### config.mk
export PLATFORM = sky130hd
export DESIGN_NAME = ufc_uart
export DESIGN_NICKNAME = d
export VERILOG_FILES = /design/src/ufc_pkg.sv /design/src/ufc_uart.sv
export SDC_FILE = /design/constraint.sdc
export NUM_CORES = 1
export LEC_CHECK = 0
export ABC_AREA = 1
export BUFFER_PORTS_ARGS = -buffer_cell sky130_fd_sc_hd__buf_2
export CORE_ASPECT_RATIO = 0.8
export CORE_MARGIN = 2
export CORE_UTILIZATION = 34
export CTS_CLUSTER_SIZE = 40
export DETAILED_ROUTE_END_ITERATION = 8
export GPL_TIMING_DRIVEN = 0
export HOLD_SLACK_MARGIN = 0.02
export PLACE_DENSITY_LB_ADDON = 0.05
export SETUP_SLACK_MARGIN = 0.1
export SYNTH_ARGS = -nofsm -noshare
export SYNTH_HDL_FRONTEND = slang
export SYNTH_SLANG_ARGS = --single-unit
### constraint.sdc
create_clock -name CORE_CLK -period 21.3 [get_ports CORE_CLK]
set_input_delay 1.065 -clock CORE_CLK [delete_from_list [all_inputs] [get_ports CORE_CLK]]
set_output_delay 1.065 -clock CORE_CLK [all_outputs]
set_load 0.02 [all_outputs]
### src/ufc_pkg.sv
// Constants, register map, field positions and state types of the UART.
// Assumes one core clock and word-wide AHB-Lite access to the registers.
package ufc_pkg;
  localparam int UFC_DEPTH = 8;
  localparam int UFC_PW = 3;
  localparam int UFC_CW = 4;
  localparam int UFC_TW = 10;
  localparam int UFC_OVS = 16;
  localparam int UFC_TOUT_CHARS = 4;
  localparam int UFC_WL_BASE = 5;
  localparam int UFC_FRAME_FIXED = 2;
  localparam int UFC_HT_BIT = 1;
  localparam logic [3:0] UFC_TK_LAST = 4'(UFC_OVS - 1);
  localparam logic [3:0] UFC_TK_MID = 4'(UFC_OVS / 2 - 1);
  localparam logic [3:0] UFC_WMAX = 4'h8;
  // Prescale: reference clock is twice the core clock over the divisor
  localparam logic [7:0] UFC_PRE_STEP = 8'h02;
  localparam logic [6:0] UFC_DIV_MIN = 7'h02;
  // Register byte offsets
  localparam logic [7:0] UFC_A_DATA = 8'h00, UFC_A_FCR = 8'h04, UFC_A_LCR = 8'h08, UFC_A_MCR = 8'h0C;
  localparam logic [7:0] UFC_A_LSR = 8'h10, UFC_A_MSR = 8'h14, UFC_A_IIR = 8'h18, UFC_A_RFC = 8'h1C;
  localparam logic [7:0] UFC_A_TFC = 8'h20, UFC_A_DL = 8'h24, UFC_A_DIV = 8'h28;
  // Field positions
  localparam int UFC_FCR_EN = 0, UFC_FCR_RXCLR = 1, UFC_FCR_TXCLR = 2, UFC_FCR_TRG = 6;
  localparam int UFC_LCR_WLS = 0, UFC_LCR_STB = 2, UFC_LCR_PEN = 3, UFC_LCR_PMS = 4;
  localparam int UFC_MCR_DTR = 0, UFC_MCR_RTS = 1, UFC_MCR_AFE = 5;
  localparam int UFC_LSR_DR = 0, UFC_LSR_OE = 1, UFC_LSR_PE = 2, UFC_LSR_FE = 3;
  localparam int UFC_LSR_TFE = 5, UFC_LSR_TEMT = 6, UFC_MSR_ACT = 4, UFC_IIR_FIFO = 6;
  localparam int UFC_M_CTS = 0, UFC_M_DSR = 1, UFC_M_RI = 2, UFC_M_DCD = 3;
  // Encodings
  localparam logic [1:0] UFC_PAR_ODD = 2'h0, UFC_PAR_EVEN = 2'h1, UFC_PAR_MARK = 2'h2, UFC_PAR_SPACE = 2'h3;
  localparam logic [3:0] UFC_IIR_NONE = 4'h1, UFC_IIR_THRE = 4'h2, UFC_IIR_RDA = 4'h4;
  localparam logic [3:0] UFC_IIR_TOUT = 4'hC, UFC_IIR_MSI = 4'h0;
  localparam logic [3:0] UFC_TRIG_A = 4'h1, UFC_TRIG_B = 4'h2, UFC_TRIG_C = 4'h4, UFC_TRIG_D = 4'h7;
  // Reset values
  localparam logic [15:0] UFC_DL_RST = 16'h0001;
  localparam logic [6:0] UFC_DIV_RST = 7'h01;

  typedef enum logic [2:0] {UFC_IDLE, UFC_START, UFC_DATA, UFC_PAR, UFC_STOP} ufc_bit_e;
  typedef logic [7:0] ufc_byte_t;

  typedef struct packed {
    logic ph_v, ph_w, rd_wait;
    logic [7:0] ph_a;
    logic [31:0] hrdata;
    logic [7:0] fifo_ctrl_reg, lcr, modem_ctrl_reg;
    logic [15:0] dl, dl_cnt;
    logic [6:0] div;
    logic [7:0] pre_acc;
    logic tick;
    ufc_byte_t [UFC_DEPTH-1:0] txq, rxq;
    logic [UFC_PW-1:0] tx_wp, tx_rp, rx_wp, rx_rp;
    logic [UFC_CW-1:0] tx_cnt, rx_cnt;
    ufc_bit_e tx_st, rx_st;
    ufc_byte_t tx_sh, rx_sh;
    logic [3:0] tx_tk, rx_tk;
    logic [2:0] tx_bit, rx_bit, rx_sy;
    logic tx_par, txd, rx_par, rx_lvl, rx_prv;
    logic [3:0] m_s1, m_s2, m_s3, m_lvl, msr_chg;
    logic thre_ip, oe, pe, fe, rts_blk, rts_n, dtr_n;
    logic [UFC_TW-1:0] tout_cnt;
  } ufc_state_s;
endpackage : ufc_pkg

### src/ufc_uart.sv
// UART with 8-byte FIFOs, baud divider and automatic CTS/RTS flow control.
// Assumes a sole AHB-Lite master with HREADY looped from HREADYOUT.
// Contract
// - Data and handshake outputs idle high.
// - Frame: low start, 5-8 data, optional parity, one or two high stops.
// - Separate 8-byte transmit and receive FIFOs; simplex to full duplex.
// - Transmit rate within 0.5 percent; receiver tolerates 2 percent error.
// - Bit rate is twice core clock over prescale, 16 and baud divisor.
// - Transmit-empty event on FIFO empty; cleared by ident read or data write.
// - Single byte moves promptly to shift register; empty event repeats.
// - All-idle flag only after FIFO empty and last bit sent.
// - Transmit FIFO empty flag readable for polling.
// - Transmit level register shows bytes still waiting.
// - Receive-available asserted while level at or above trigger.
// - Timeout after 4 idle character times with data; cleared by reception or read.
// - Data-present flag mirrors a non-empty receive FIFO.
// - Receive level register shows bytes waiting.
// - Flow enable gates CTS; auto RTS needs flow enable and RTS bit.
// - With auto CTS, each character starts only while CTS active.
// - CTS changes raise no modem event while flow control enabled.
// - Auto RTS drops at trigger level or full FIFO.
// - Auto RTS returns once the receive FIFO is empty.
// - Modem lines usable as software controlled I/O.
// - Parity mode: odd, even, mark, space.
// - Word length field selects 5, 6, 7 or 8 bits.
// - Modem inputs active low.
`timescale 1ns/1ns
module ufc_uart import ufc_pkg::*; (
  input wire logic CORE_CLK, // Core clock, 250 MHz
  input wire logic RST_N, // Asynchronous reset
  input wire logic HSEL, // Slave select
  input wire logic [31:0] HADDR, // Byte address
  input wire logic [1:0] HTRANS, // Transfer type
  input wire logic HWRITE, // Write not read
  input wire logic [2:0] HSIZE, // Word only
  input wire logic [31:0] HWDATA, // Write data
  input wire logic HREADY, // Bus ready
  output logic [31:0] HRDATA, // Read data
  output logic HREADYOUT, // Slave ready
  output logic HRESP, // Always OKAY
  output logic TXD, // Serial out
  input wire logic RXD, // Serial in
  input wire logic CTS_N, // Clear to send
  input wire logic DSR_N, // Data set ready
  input wire logic RI_N, // Ring indicator
  input wire logic DCD_N, // Carrier detect
  output logic DTR_N, // Terminal ready
  output logic RTS_N // Request to send
);
  ufc_state_s s;
  ufc_state_s n;
  logic [1:0] rst_sy;
  logic rst_n_sync;
  logic afe, auto_rts, cts_act, fen, rd_now, wr_now, acc;
  logic tx_push, tx_go, rx_pop, rx_done, rx_push, rxclr, txclr;
  logic tx_all_idle, rda, tout_ip;
  logic [3:0] cap, trig, nbits;
  logic [2:0] lastb;
  logic [UFC_TW-1:0] tout_lim;
  logic [3:0] iir_code;
  ufc_byte_t rx_byte;

  // Parity bit for a data xor under the selected mode
  function automatic logic par_bit(input logic [1:0] m, input logic x);
    case (m)
      UFC_PAR_ODD: par_bit = ~x;
      UFC_PAR_EVEN: par_bit = x;
      UFC_PAR_MARK: par_bit = 1'b1;
      default: par_bit = 1'b0;
    endcase
  endfunction : par_bit

  // Receive trigger level from the FIFO control field
  function automatic logic [3:0] trig_lvl(input logic [1:0] t);
    case (t)
      2'h0: trig_lvl = UFC_TRIG_A;
      2'h1: trig_lvl = UFC_TRIG_B;
      2'h2: trig_lvl = UFC_TRIG_C;
      default: trig_lvl = UFC_TRIG_D;
    endcase
  endfunction : trig_lvl

  // Reset release through two flops
  always_ff @(posedge CORE_CLK or negedge RST_N) begin
    if (!RST_N) begin
      rst_sy <= 2'h0;
    end else begin
      rst_sy <= {rst_sy[0], 1'b1};
    end
  end
  assign rst_n_sync = rst_sy[1];

  // Mode decode
  assign afe = s.modem_ctrl_reg[UFC_MCR_AFE];
  assign auto_rts = afe && s.modem_ctrl_reg[UFC_MCR_RTS];
  assign cts_act = !s.m_lvl[UFC_M_CTS];
  assign fen = s.fifo_ctrl_reg[UFC_FCR_EN];
  // With FIFO off the holding path is one byte deep
  assign cap = fen ? UFC_CW'(UFC_DEPTH) : UFC_CW'(1);
  assign trig = fen ? trig_lvl(s.fifo_ctrl_reg[UFC_FCR_TRG+:2]) : UFC_CW'(1);
  assign nbits = 4'(UFC_WL_BASE) + {2'h0, s.lcr[UFC_LCR_WLS+:2]};
  assign lastb = 3'(UFC_WL_BASE - 1) + {1'b0, s.lcr[UFC_LCR_WLS+:2]};
  // Four character times of the current frame, in 16x ticks
  assign tout_lim = UFC_TW'((int'(nbits) + UFC_FRAME_FIXED + int'(s.lcr[UFC_LCR_PEN])
                    + int'(s.lcr[UFC_LCR_STB])) * UFC_OVS * UFC_TOUT_CHARS);

  // Bus phase decode; reads take one wait state so writes land first
  assign acc = HSEL && HTRANS[UFC_HT_BIT] && HREADY;
  assign rd_now = s.ph_v && !s.ph_w && !s.rd_wait;
  assign wr_now = s.ph_v && s.ph_w;
  assign HREADYOUT = !rd_now;
  assign HRESP = 1'b0;
  assign HRDATA = s.hrdata;
  assign TXD = s.txd;
  assign RTS_N = s.rts_n;
  assign DTR_N = s.dtr_n;

  // FIFO events
  assign tx_push = wr_now && s.ph_a == UFC_A_DATA && s.tx_cnt < cap;
  assign rx_pop = rd_now && s.ph_a == UFC_A_DATA && s.rx_cnt != 4'h0;
  assign rxclr = wr_now && s.ph_a == UFC_A_FCR && HWDATA[UFC_FCR_RXCLR];
  assign txclr = wr_now && s.ph_a == UFC_A_FCR && HWDATA[UFC_FCR_TXCLR];
  assign tx_go = s.tick && s.tx_st == UFC_IDLE && s.tx_cnt != 4'h0 && (!afe || cts_act);
  assign rx_done = s.tick && s.rx_st == UFC_STOP && s.rx_tk == UFC_TK_LAST;
  assign rx_push = rx_done && s.rx_cnt < cap;
  assign rx_byte = s.rx_sh >> (UFC_WMAX - nbits);

  // Status terms
  assign tx_all_idle = s.tx_cnt == 4'h0 && s.tx_st == UFC_IDLE;
  assign rda = s.rx_cnt >= trig;
  assign tout_ip = s.rx_cnt != 4'h0 && s.tout_cnt >= tout_lim;

  // Interrupt identity by priority
  always_comb begin
    if (rda) begin
      iir_code = UFC_IIR_RDA;
    end else if (tout_ip) begin
      iir_code = UFC_IIR_TOUT;
    end else if (s.thre_ip) begin
      iir_code = UFC_IIR_THRE;
    end else if (|s.msr_chg) begin
      iir_code = UFC_IIR_MSI;
    end else begin
      iir_code = UFC_IIR_NONE;
    end
  end

  // Next state of the whole block
  always_comb begin
    n = s;
    n.tick = 1'b0;
    // Bus phase tracking
    if (s.ph_v && (s.ph_w || s.rd_wait)) begin
      n.ph_v = 1'b0;
      n.rd_wait = 1'b0;
    end
    if (rd_now) begin
      n.rd_wait = 1'b1;
    end
    if (acc) begin
      n.ph_v = 1'b1;
      n.ph_w = HWRITE;
      n.ph_a = HADDR[7:0];
    end
    // Register writes
    if (wr_now) begin
      case (s.ph_a)
        UFC_A_DATA: n.thre_ip = 1'b0;
        UFC_A_FCR: begin
          n.fifo_ctrl_reg = HWDATA[7:0];
          n.fifo_ctrl_reg[UFC_FCR_RXCLR] = 1'b0;
          n.fifo_ctrl_reg[UFC_FCR_TXCLR] = 1'b0;
        end
        UFC_A_LCR: n.lcr = HWDATA[7:0];
        UFC_A_MCR: n.modem_ctrl_reg = HWDATA[7:0];
        UFC_A_DL: n.dl = HWDATA[15:0];
        UFC_A_DIV: n.div = HWDATA[6:0];
        default: n.fifo_ctrl_reg = s.fifo_ctrl_reg;
      endcase
    end
    // Register reads and their side effects
    if (rd_now) begin
      n.hrdata = 32'h0;
      case (s.ph_a)
        UFC_A_DATA: n.hrdata[7:0] = (s.rx_cnt != 4'h0) ? s.rxq[s.rx_rp] : 8'h00;
        UFC_A_FCR: n.hrdata[7:0] = s.fifo_ctrl_reg;
        UFC_A_LCR: n.hrdata[7:0] = s.lcr;
        UFC_A_MCR: n.hrdata[7:0] = s.modem_ctrl_reg;
        UFC_A_LSR: begin
          n.hrdata[UFC_LSR_DR] = s.rx_cnt != 4'h0;
          n.hrdata[UFC_LSR_OE] = s.oe;
          n.hrdata[UFC_LSR_PE] = s.pe;
          n.hrdata[UFC_LSR_FE] = s.fe;
          n.hrdata[UFC_LSR_TFE] = s.tx_cnt == 4'h0;
          n.hrdata[UFC_LSR_TEMT] = tx_all_idle;
          n.oe = 1'b0;
          n.pe = 1'b0;
          n.fe = 1'b0;
        end
        UFC_A_MSR: begin
          n.hrdata[7:0] = {~s.m_lvl, s.msr_chg};
          n.msr_chg = 4'h0;
        end
        UFC_A_IIR: begin
          n.hrdata[UFC_IIR_FIFO+:2] = {2{fen}};
          n.hrdata[3:0] = iir_code;
          if (iir_code == UFC_IIR_THRE) begin
            n.thre_ip = 1'b0;
          end
        end
        UFC_A_RFC: n.hrdata[UFC_CW-1:0] = s.rx_cnt;
        UFC_A_TFC: n.hrdata[UFC_CW-1:0] = s.tx_cnt;
        UFC_A_DL: n.hrdata[15:0] = s.dl;
        UFC_A_DIV: n.hrdata[6:0] = s.div;
        default: n.hrdata = 32'h0;
      endcase
    end
    // Reference clock: adds two per core cycle, so the average rate is exact
    n.pre_acc = s.pre_acc + UFC_PRE_STEP;
    if (n.pre_acc >= {1'b0, (s.div < UFC_DIV_MIN) ? UFC_DIV_MIN : s.div}) begin
      n.pre_acc = n.pre_acc - {1'b0, (s.div < UFC_DIV_MIN) ? UFC_DIV_MIN : s.div};
      if (s.dl_cnt + 16'h0001 >= s.dl) begin
        n.dl_cnt = 16'h0000;
        n.tick = 1'b1;
      end else begin
        n.dl_cnt = s.dl_cnt + 16'h0001;
      end
    end
    // Transmit FIFO
    if (tx_push) begin
      n.txq[s.tx_wp] = HWDATA[7:0];
      n.tx_wp = s.tx_wp + 1'b1;
    end
    if (tx_go) begin
      n.tx_rp = s.tx_rp + 1'b1;
    end
    n.tx_cnt = s.tx_cnt + UFC_CW'(tx_push) - UFC_CW'(tx_go);
    if (txclr) begin
      n.tx_wp = '0;
      n.tx_rp = '0;
      n.tx_cnt = '0;
    end
    // Transmit shifter, one step per 16x tick
    if (s.tick) begin
      n.tx_tk = s.tx_tk + 4'h1;
      case (s.tx_st)
        UFC_IDLE: begin
          n.txd = 1'b1;
          if (tx_go) begin
            n.tx_sh = s.txq[s.tx_rp];
            n.tx_st = UFC_START;
            n.tx_tk = 4'h0;
            n.tx_par = 1'b0;
            n.txd = 1'b0;
          end
        end
        UFC_START: if (s.tx_tk == UFC_TK_LAST) begin
          n.tx_st = UFC_DATA;
          n.tx_bit = 3'h0;
          n.txd = s.tx_sh[0];
        end
        UFC_DATA: if (s.tx_tk == UFC_TK_LAST) begin
          n.tx_par = s.tx_par ^ s.tx_sh[0];
          n.tx_sh = s.tx_sh >> 1;
          if (s.tx_bit == lastb) begin
            n.tx_bit = 3'h0;
            if (s.lcr[UFC_LCR_PEN]) begin
              n.tx_st = UFC_PAR;
              n.txd = par_bit(s.lcr[UFC_LCR_PMS+:2], s.tx_par ^ s.tx_sh[0]);
            end else begin
              n.tx_st = UFC_STOP;
              n.txd = 1'b1;
            end
          end else begin
            n.tx_bit = s.tx_bit + 3'h1;
            n.txd = s.tx_sh[1];
          end
        end
        UFC_PAR: if (s.tx_tk == UFC_TK_LAST) begin
          n.tx_st = UFC_STOP;
          n.txd = 1'b1;
        end
        UFC_STOP: if (s.tx_tk == UFC_TK_LAST) begin
          // CTS is looked at again only when the line returns to idle
          if (s.lcr[UFC_LCR_STB] && s.tx_bit == 3'h0) begin
            n.tx_bit = 3'h1;
          end else begin
            n.tx_st = UFC_IDLE;
          end
        end
        default: n.tx_st = UFC_IDLE;
      endcase
    end
    // Line and modem synchronisers, stable once stages two and three agree
    n.rx_sy = {s.rx_sy[1:0], RXD};
    if (s.rx_sy[1] == s.rx_sy[2]) begin
      n.rx_lvl = s.rx_sy[2];
    end
    n.rx_prv = s.rx_lvl;
    n.m_s1 = {DCD_N, RI_N, DSR_N, CTS_N};
    n.m_s2 = s.m_s1;
    n.m_s3 = s.m_s2;
    for (int i = 0; i < 4; i++) begin
      if (s.m_s2[i] == s.m_s3[i] && s.m_s3[i] != s.m_lvl[i]) begin
        n.m_lvl[i] = s.m_s3[i];
        if (!(i == UFC_M_CTS && afe)) begin
          n.msr_chg[i] = 1'b1;
        end
      end
    end
    // Receiver: falling edge starts, mid-bit sampling afterwards
    if (s.rx_st == UFC_IDLE && s.rx_prv && !s.rx_lvl) begin
      n.rx_st = UFC_START;
      n.rx_tk = 4'h0;
    end else if (s.tick) begin
      n.rx_tk = s.rx_tk + 4'h1;
      case (s.rx_st)
        UFC_START: if (s.rx_tk == UFC_TK_MID) begin
          // A glitch shorter than half a bit is dropped here
          n.rx_st = s.rx_lvl ? UFC_IDLE : UFC_DATA;
          n.rx_tk = 4'h0;
          n.rx_bit = 3'h0;
          n.rx_par = 1'b0;
        end
        UFC_DATA: if (s.rx_tk == UFC_TK_LAST) begin
          n.rx_sh = {s.rx_lvl, s.rx_sh[7:1]};
          n.rx_par = s.rx_par ^ s.rx_lvl;
          if (s.rx_bit == lastb) begin
            n.rx_st = s.lcr[UFC_LCR_PEN] ? UFC_PAR : UFC_STOP;
          end else begin
            n.rx_bit = s.rx_bit + 3'h1;
          end
        end
        UFC_PAR: if (s.rx_tk == UFC_TK_LAST) begin
          n.rx_st = UFC_STOP;
          if (s.rx_lvl != par_bit(s.lcr[UFC_LCR_PMS+:2], s.rx_par)) begin
            n.pe = 1'b1;
          end
        end
        UFC_STOP: if (s.rx_tk == UFC_TK_LAST) begin
          n.rx_st = UFC_IDLE;
          if (!s.rx_lvl) begin
            n.fe = 1'b1;
          end
          if (!rx_push) begin
            n.oe = 1'b1;
          end
        end
        default: n.rx_st = UFC_IDLE;
      endcase
    end
    // Receive FIFO
    if (rx_push) begin
      n.rxq[s.rx_wp] = rx_byte;
      n.rx_wp = s.rx_wp + 1'b1;
    end
    if (rx_pop) begin
      n.rx_rp = s.rx_rp + 1'b1;
    end
    n.rx_cnt = s.rx_cnt + UFC_CW'(rx_push) - UFC_CW'(rx_pop);
    if (rxclr) begin
      n.rx_wp = '0;
      n.rx_rp = '0;
      n.rx_cnt = '0;
    end
    // Timeout counter, saturating at the limit
    if (rx_push || rx_pop || s.rx_cnt == 4'h0) begin
      n.tout_cnt = '0;
    end else if (s.tick && s.tout_cnt < tout_lim) begin
      n.tout_cnt = s.tout_cnt + 1'b1;
    end
    // Set after clear, so an emptying in the clearing cycle survives
    if (s.tx_cnt != 4'h0 && n.tx_cnt == 4'h0) begin
      n.thre_ip = 1'b1;
    end
    // Auto RTS hysteresis: drop at trigger, return only when empty
    if (s.rx_cnt == 4'h0) begin
      n.rts_blk = 1'b0;
    end else if (rda || s.rx_cnt == cap) begin
      n.rts_blk = 1'b1;
    end
    n.rts_n = !(s.modem_ctrl_reg[UFC_MCR_RTS] && !(afe && n.rts_blk));
    n.dtr_n = !s.modem_ctrl_reg[UFC_MCR_DTR];
  end

  // State register; idle lines high from reset
  always_ff @(posedge CORE_CLK or negedge rst_n_sync) begin
    if (!rst_n_sync) begin
      s <= '0;
      s.txd <= 1'b1;
      s.rts_n <= 1'b1;
      s.dtr_n <= 1'b1;
      s.rx_sy <= '1;
      s.rx_lvl <= 1'b1;
      s.rx_prv <= 1'b1;
      s.m_s1 <= '1;
      s.m_s2 <= '1;
      s.m_s3 <= '1;
      s.m_lvl <= '1;
      s.dl <= UFC_DL_RST;
      s.div <= UFC_DIV_RST;
    end else begin
      s <= n;
    end
  end
endmodule : ufc_uart
Word-level counts from Yosys, hierarchy flattened
Index checks and enable logic that the tools add are counted.

Add/sub/neg operators: 22. $lt $le $gt $ge: 14. Eq/ne operators: 55. Shifts and indexed selects: 1. Mux-type cells: 121. Bitwise gates (word level): 6. Reductions and logical operators: 94.

Operators with widths (number): bitwise mux 64 bit (2); 2-to-1 mux 3 bit (30); 2-to-1 mux 8 bit (9); 2-to-1 mux 4 bit (13); binary-select mux 8 bit (select 3 bit) (2); demux 8 bit (select 3 bit) (2); case mux 4 bit (11 select lines) (1); 2-to-1 mux 1 bit (35); logical AND 1 bit (34); == test 8 x 5 -> 1 bit (second input constant) (4); nonzero test 2 bit (16); == test 8 x 6 -> 1 bit (second input constant) (3); inequality test 2 bit (second input constant) (11); 2-to-1 mux 10 bit (2); adder 3 x 1 -> 3 bit (second input constant) (6); case mux 3 bit (3 select lines) (2); AND reduction 6 bit (3); adder 16 x 1 -> 16 bit (second input constant) (1); adder 4 x 1 -> 4 bit (4); == test 8 x 4 -> 1 bit (second input constant) (2); greater-or-equal comparator 16 bit (1); less-than comparator 3 x 4 -> 1 bit (second input constant) (4); 2-to-1 mux 16 bit (1); case mux 8 bit (2 select lines) (1); 61 further kinds (124).

Bits in registers: 328. Input port bits: 79. Output and inout bits: 37. Word-level logic and storage cells: 382.

Logic depth before layout (Yosys ltp)
Depth in word-level cells: 17. Gate-level depth with buffers: 19. Mapped depth without buffers: 18.

Worst setup path before layout
No wires, ideal clock.

Path kind: reg2reg. Start point: register s[245] in the netlist's numbering. End point: register s[248] in the netlist's numbering. Library setup time: 113 ps. Data arrival time: 2502 ps. Data required time: 21187 ps. Slack: 18685 ps. Stages on the path, launching flop included: 20. Buffers on the path: 1. Period minus slack after synthesis: 2615 ps. Path through: dfrtp_1 -> ha_1 -> nand2_1 -> nor2_1 -> nand4_1 -> nor2_1 -> nand2_1 -> nand2_1 -> nand2_1 -> ha_1 -> nand2_1 -> inv_1 -> nand3_1 -> nor3_1 -> nand3_1 -> nand3_1 -> nand2_1 -> buf_2 -> nand2_1 -> inv_1.

Word-level cells in the longest chain between the ends: 3.

RTL lines: start: declaration (RTL line ufc_uart.sv:50) `ufc_state_s s;`; start signal: assignment (RTL line ufc_uart.sv:403) `s <= n;`; adder 16 x 1 -> 16 bit (*) (RTL line ufc_uart.sv:222, ufc_uart.sv:226); greater-or-equal comparator 16 bit (RTL line ufc_uart.sv:222) `if (s.dl_cnt + 16'h0001 >= s.dl) begin`; 2-to-1 mux 16 bit (*) (RTL line ufc_uart.sv:222).

Every way passes the cells marked *; elsewhere a longest branch is shown, timed or not. A chain may end at the register's enable or synchronous reset.

Final worst setup path
Start point: register s[245] in the netlist's numbering. End point: register s[254] in the netlist's numbering.

Same word-level chain as after synthesis.

==> flow_summary.ini <==
[pwr]
p_sw_frac = 0.281
leakagePower_nw = 10.2
ir_drop_uv = 50.4
intPower_mw = 1.12
pwr-share-seq = 0.439
pwr_density_cell_nw_per_um2 = 77.8
p_clk_frac = 0.428
p_sw_mw = 0.437
power.share.combinational = 0.133

[sta]
hold_ws_ns = 0.293
final_hold_viol_count = 0
finalMaxSlewViolations = 0
slew_headroom = 0.209
tightest_slew_ns = 1.19
fin_crit_ns = 3.49
setup_violations = 0
rsz0062_at_grt = no
finClkSkew_ns = 0.0157
fin_tns_setup_ns = 0
finalCritPeriodShare = 0.164
clock.fmax_ghz = 0.287

[clocking]
clkTransAtPathRegs_ns = 0.06
cts_resized = 0
post-cts-setup-buffer-count = 0
insertion_delay_ns = 0.56
clk_path_buf_depth = 3
cts_buffers = 40
cts.sinks = 328
holdBufCountCts = 0
htree_levels = 2
cts_tree = built
cts-root-buf = clkbuf_16

[logic_synthesis]
synthArstFlopShare = 1.00
synth-edff-count = 0
ys_ff_latch = 328
syn-mean-instance-area_um2 = 8.02
synth_cell_types = 51
ys_seq_area_frac = 0.475
synthCells = 2166
syn_area_um2 = 17400
synth_ff_type = dfrtp_1
yosysWarnings = 0

[drt]
routed_via_density = 4.82
drtIter0Drc = 1099
drc = 0
wl_mm = 50.9
drtAntennaViolNets = 0
via_count = 14500
dr.pass1.iters = 6
wire_per_inst_um = 17.0

[die]
start_util = 0.342
die-width_um = 257
chipHeight_um = 206
core-area_um2 = 50700
fp.dieArea_um2 = 52900
rows = 74
ios = 116

[worst_setup_path]
cpMostUsedCell = nand2_1
slowest_stage = dfrtp_1
critPathKind = reg2reg
crit_path_start_kind = register
critPathBufInv = 3
endpoint_kind = register
cpLargestDelayFamily = simple AND/OR/NAND/NOR gates
timing.rr.end = s[254]
r2r_setup_slack_ns = 17.81
crit_arrival_ns = 3.94
path_max_fanout = 10
reg2reg_from = s[245]
crit_path_cell_trace = ha_1 > nand2_1 > nor2_1 > nand4_1 > nor2_1 > nand2_1 > nand2_1 > nand2_1 > ha_1 > nand2_1 > inv_1 > nand3_1 > nor3_1 > nand3_1 > nand3_1 > nand2_1 > buf_2 > nand2_1 > inv_1
critPathMaxStageDelay_ns = 0.42
cp.required_ns = 21.75
reg2reg_depth = 19
crit_path_start = s[245]

[finish]
layout_common_cells = nand2_1 (641), dfrtp_1 (301), inv_1 (205)
fill_cells = 5302
multi_input_area_um2 = 7720
final_area_um2 = 20000
syn_to_final_growth_pct = 15.0
nNetsFinal = 2431
regArea_um2 = 8240
mostFrequentLayoutCell = nand2_1
drive_gt1_frac = 0.116

[placement]
io_buffers = 54
place_area_um2 = 18700
gp_congestion = 0.857
hpwl_mm = 37.7

[global_route]
grt_pass1_wl_mm = 81.4
grt_max_degree = 65
antenna_found_initial = 0
grt_usage = 0.197
overflow = 0
grt_pass1_vias = 13900

[run]
cap_violations = 0

[run_status]
status = complete, no violations

[min_path]
worst_hold_path_type = in2async
## cells in the mapped netlist (all sizes together), types with 3 or more instances
cell    number  share of area
o31ai       10         0.0043
o211ai       6         0.0026
nand4       23          0.015
xnor2        7         0.0035
xor2        32          0.016
clkinv       3        0.00072
nor2       186          0.045
buf         68          0.030
a21oi       60          0.017
a211oi       3         0.0016
nand3      137          0.040
o21a         5         0.0022
dfstp       26          0.039
dfrtp      302           0.44
or2          3         0.0011
ha          63          0.045
nor3        20         0.0058
clkbuf      37         0.0080
fa           4         0.0046
nand2      649           0.14
inv        214          0.046
o22ai       21         0.0076
o21ai      270          0.079
## logic make-up after synthesis
| group | after synthesis | share of synthesized area |
|---|---|---|
| AO/OA/AOI/OAI | 383 | 0.119 |
| XOR/XNOR | 39 | 0.0197 |
| adder cells (fa/ha/maj) | 69 | 0.0512 |
| buffers and inverters | 322 | 0.0847 |
| flip-flops | 328 | 0.475 |
| multiplexers | 1 | 0.000648 |
| other | 2 | 0.000433 |
| AND/OR/NAND/NOR | 1022 | 0.250 |
## area by class of cell
class	count	area share
tap	684	0.0429
buffer	105	0.0328
clock inverter	11	0.00401
timing repair buffer	61	0.0211
inverter	217	0.0409
multi-input combinational	1532	0.387
antenna	1	0.000125
sequential	328	0.413
clock buffer	61	0.0587
## sequential cells by signal, summed over array words and instances, names as in the netlist
register,cells
fen,1
s,294
RTS_N,1
afe,1
n,11
rst_sy,2
DTR_N,1
HRDATA,16
TXD,1
## power by group through the flow
stage          Clock [mW]  Combinational, mW  Sequential [mW]
2_1_floorplan           0              0.142            0.694
6_report            0.665              0.206            0.682
4_1_cts             0.689              0.210            0.682
5_1_grt             0.713              0.239            0.686
3_5_place_dp            0              0.208            0.692
3_3_place_gp            0              0.192            0.704
## layer usage
metal | global-route usage | routed length (um) | up-vias
met3 | 0.0335 | 2630 | 52
met2 | 0.273 | 20000 | 306
met4 | 0.0449 | 801 | 0
met5 | 0 | 0 | -
li1 | - | - | 7210
met1 | 0.313 | 27500 | 6906
## stage by stage
stage	std cells	power, mW	utilization	setup WS (ns)
finish	3000	1.55	0.394	17.81
global route	2999	1.64	0.393	17.49
global placement	2920	0.896	0.366	6.73
CTS	2999	1.58	0.393	17.81
floorplan	2182	0.836	-	11.53
detailed placement	2927	0.901	0.369	17.83
## worst max path at each step
stage | end | cells past startpoint
after floorplan | HRDATA[0] | 0
after global placement | s[255] | 0
after detailed placement | s[254] | 19
after CTS | s[254] | 19
after global routing | s[253] | 19
final | s[254] | 19
## worst register-to-register path, stage by stage, from the launching register on
cell,delay [ns]
dfrtp_1,0.42
ha_1,0.21
nand2_1,0.06
nor2_1,0.25
nand4_1,0.27
nor2_1,0.27
nand2_1,0.08
nand2_1,0.06
nand2_1,0.10
ha_1,0.29
nand2_1,0.05
inv_1,0.06
nand3_1,0.08
nor3_1,0.31
nand3_1,0.11
nand3_1,0.26
nand2_1,0.14
buf_2,0.23
nand2_1,0.10
inv_1,0.04
(Power assumes the default switching activity.)
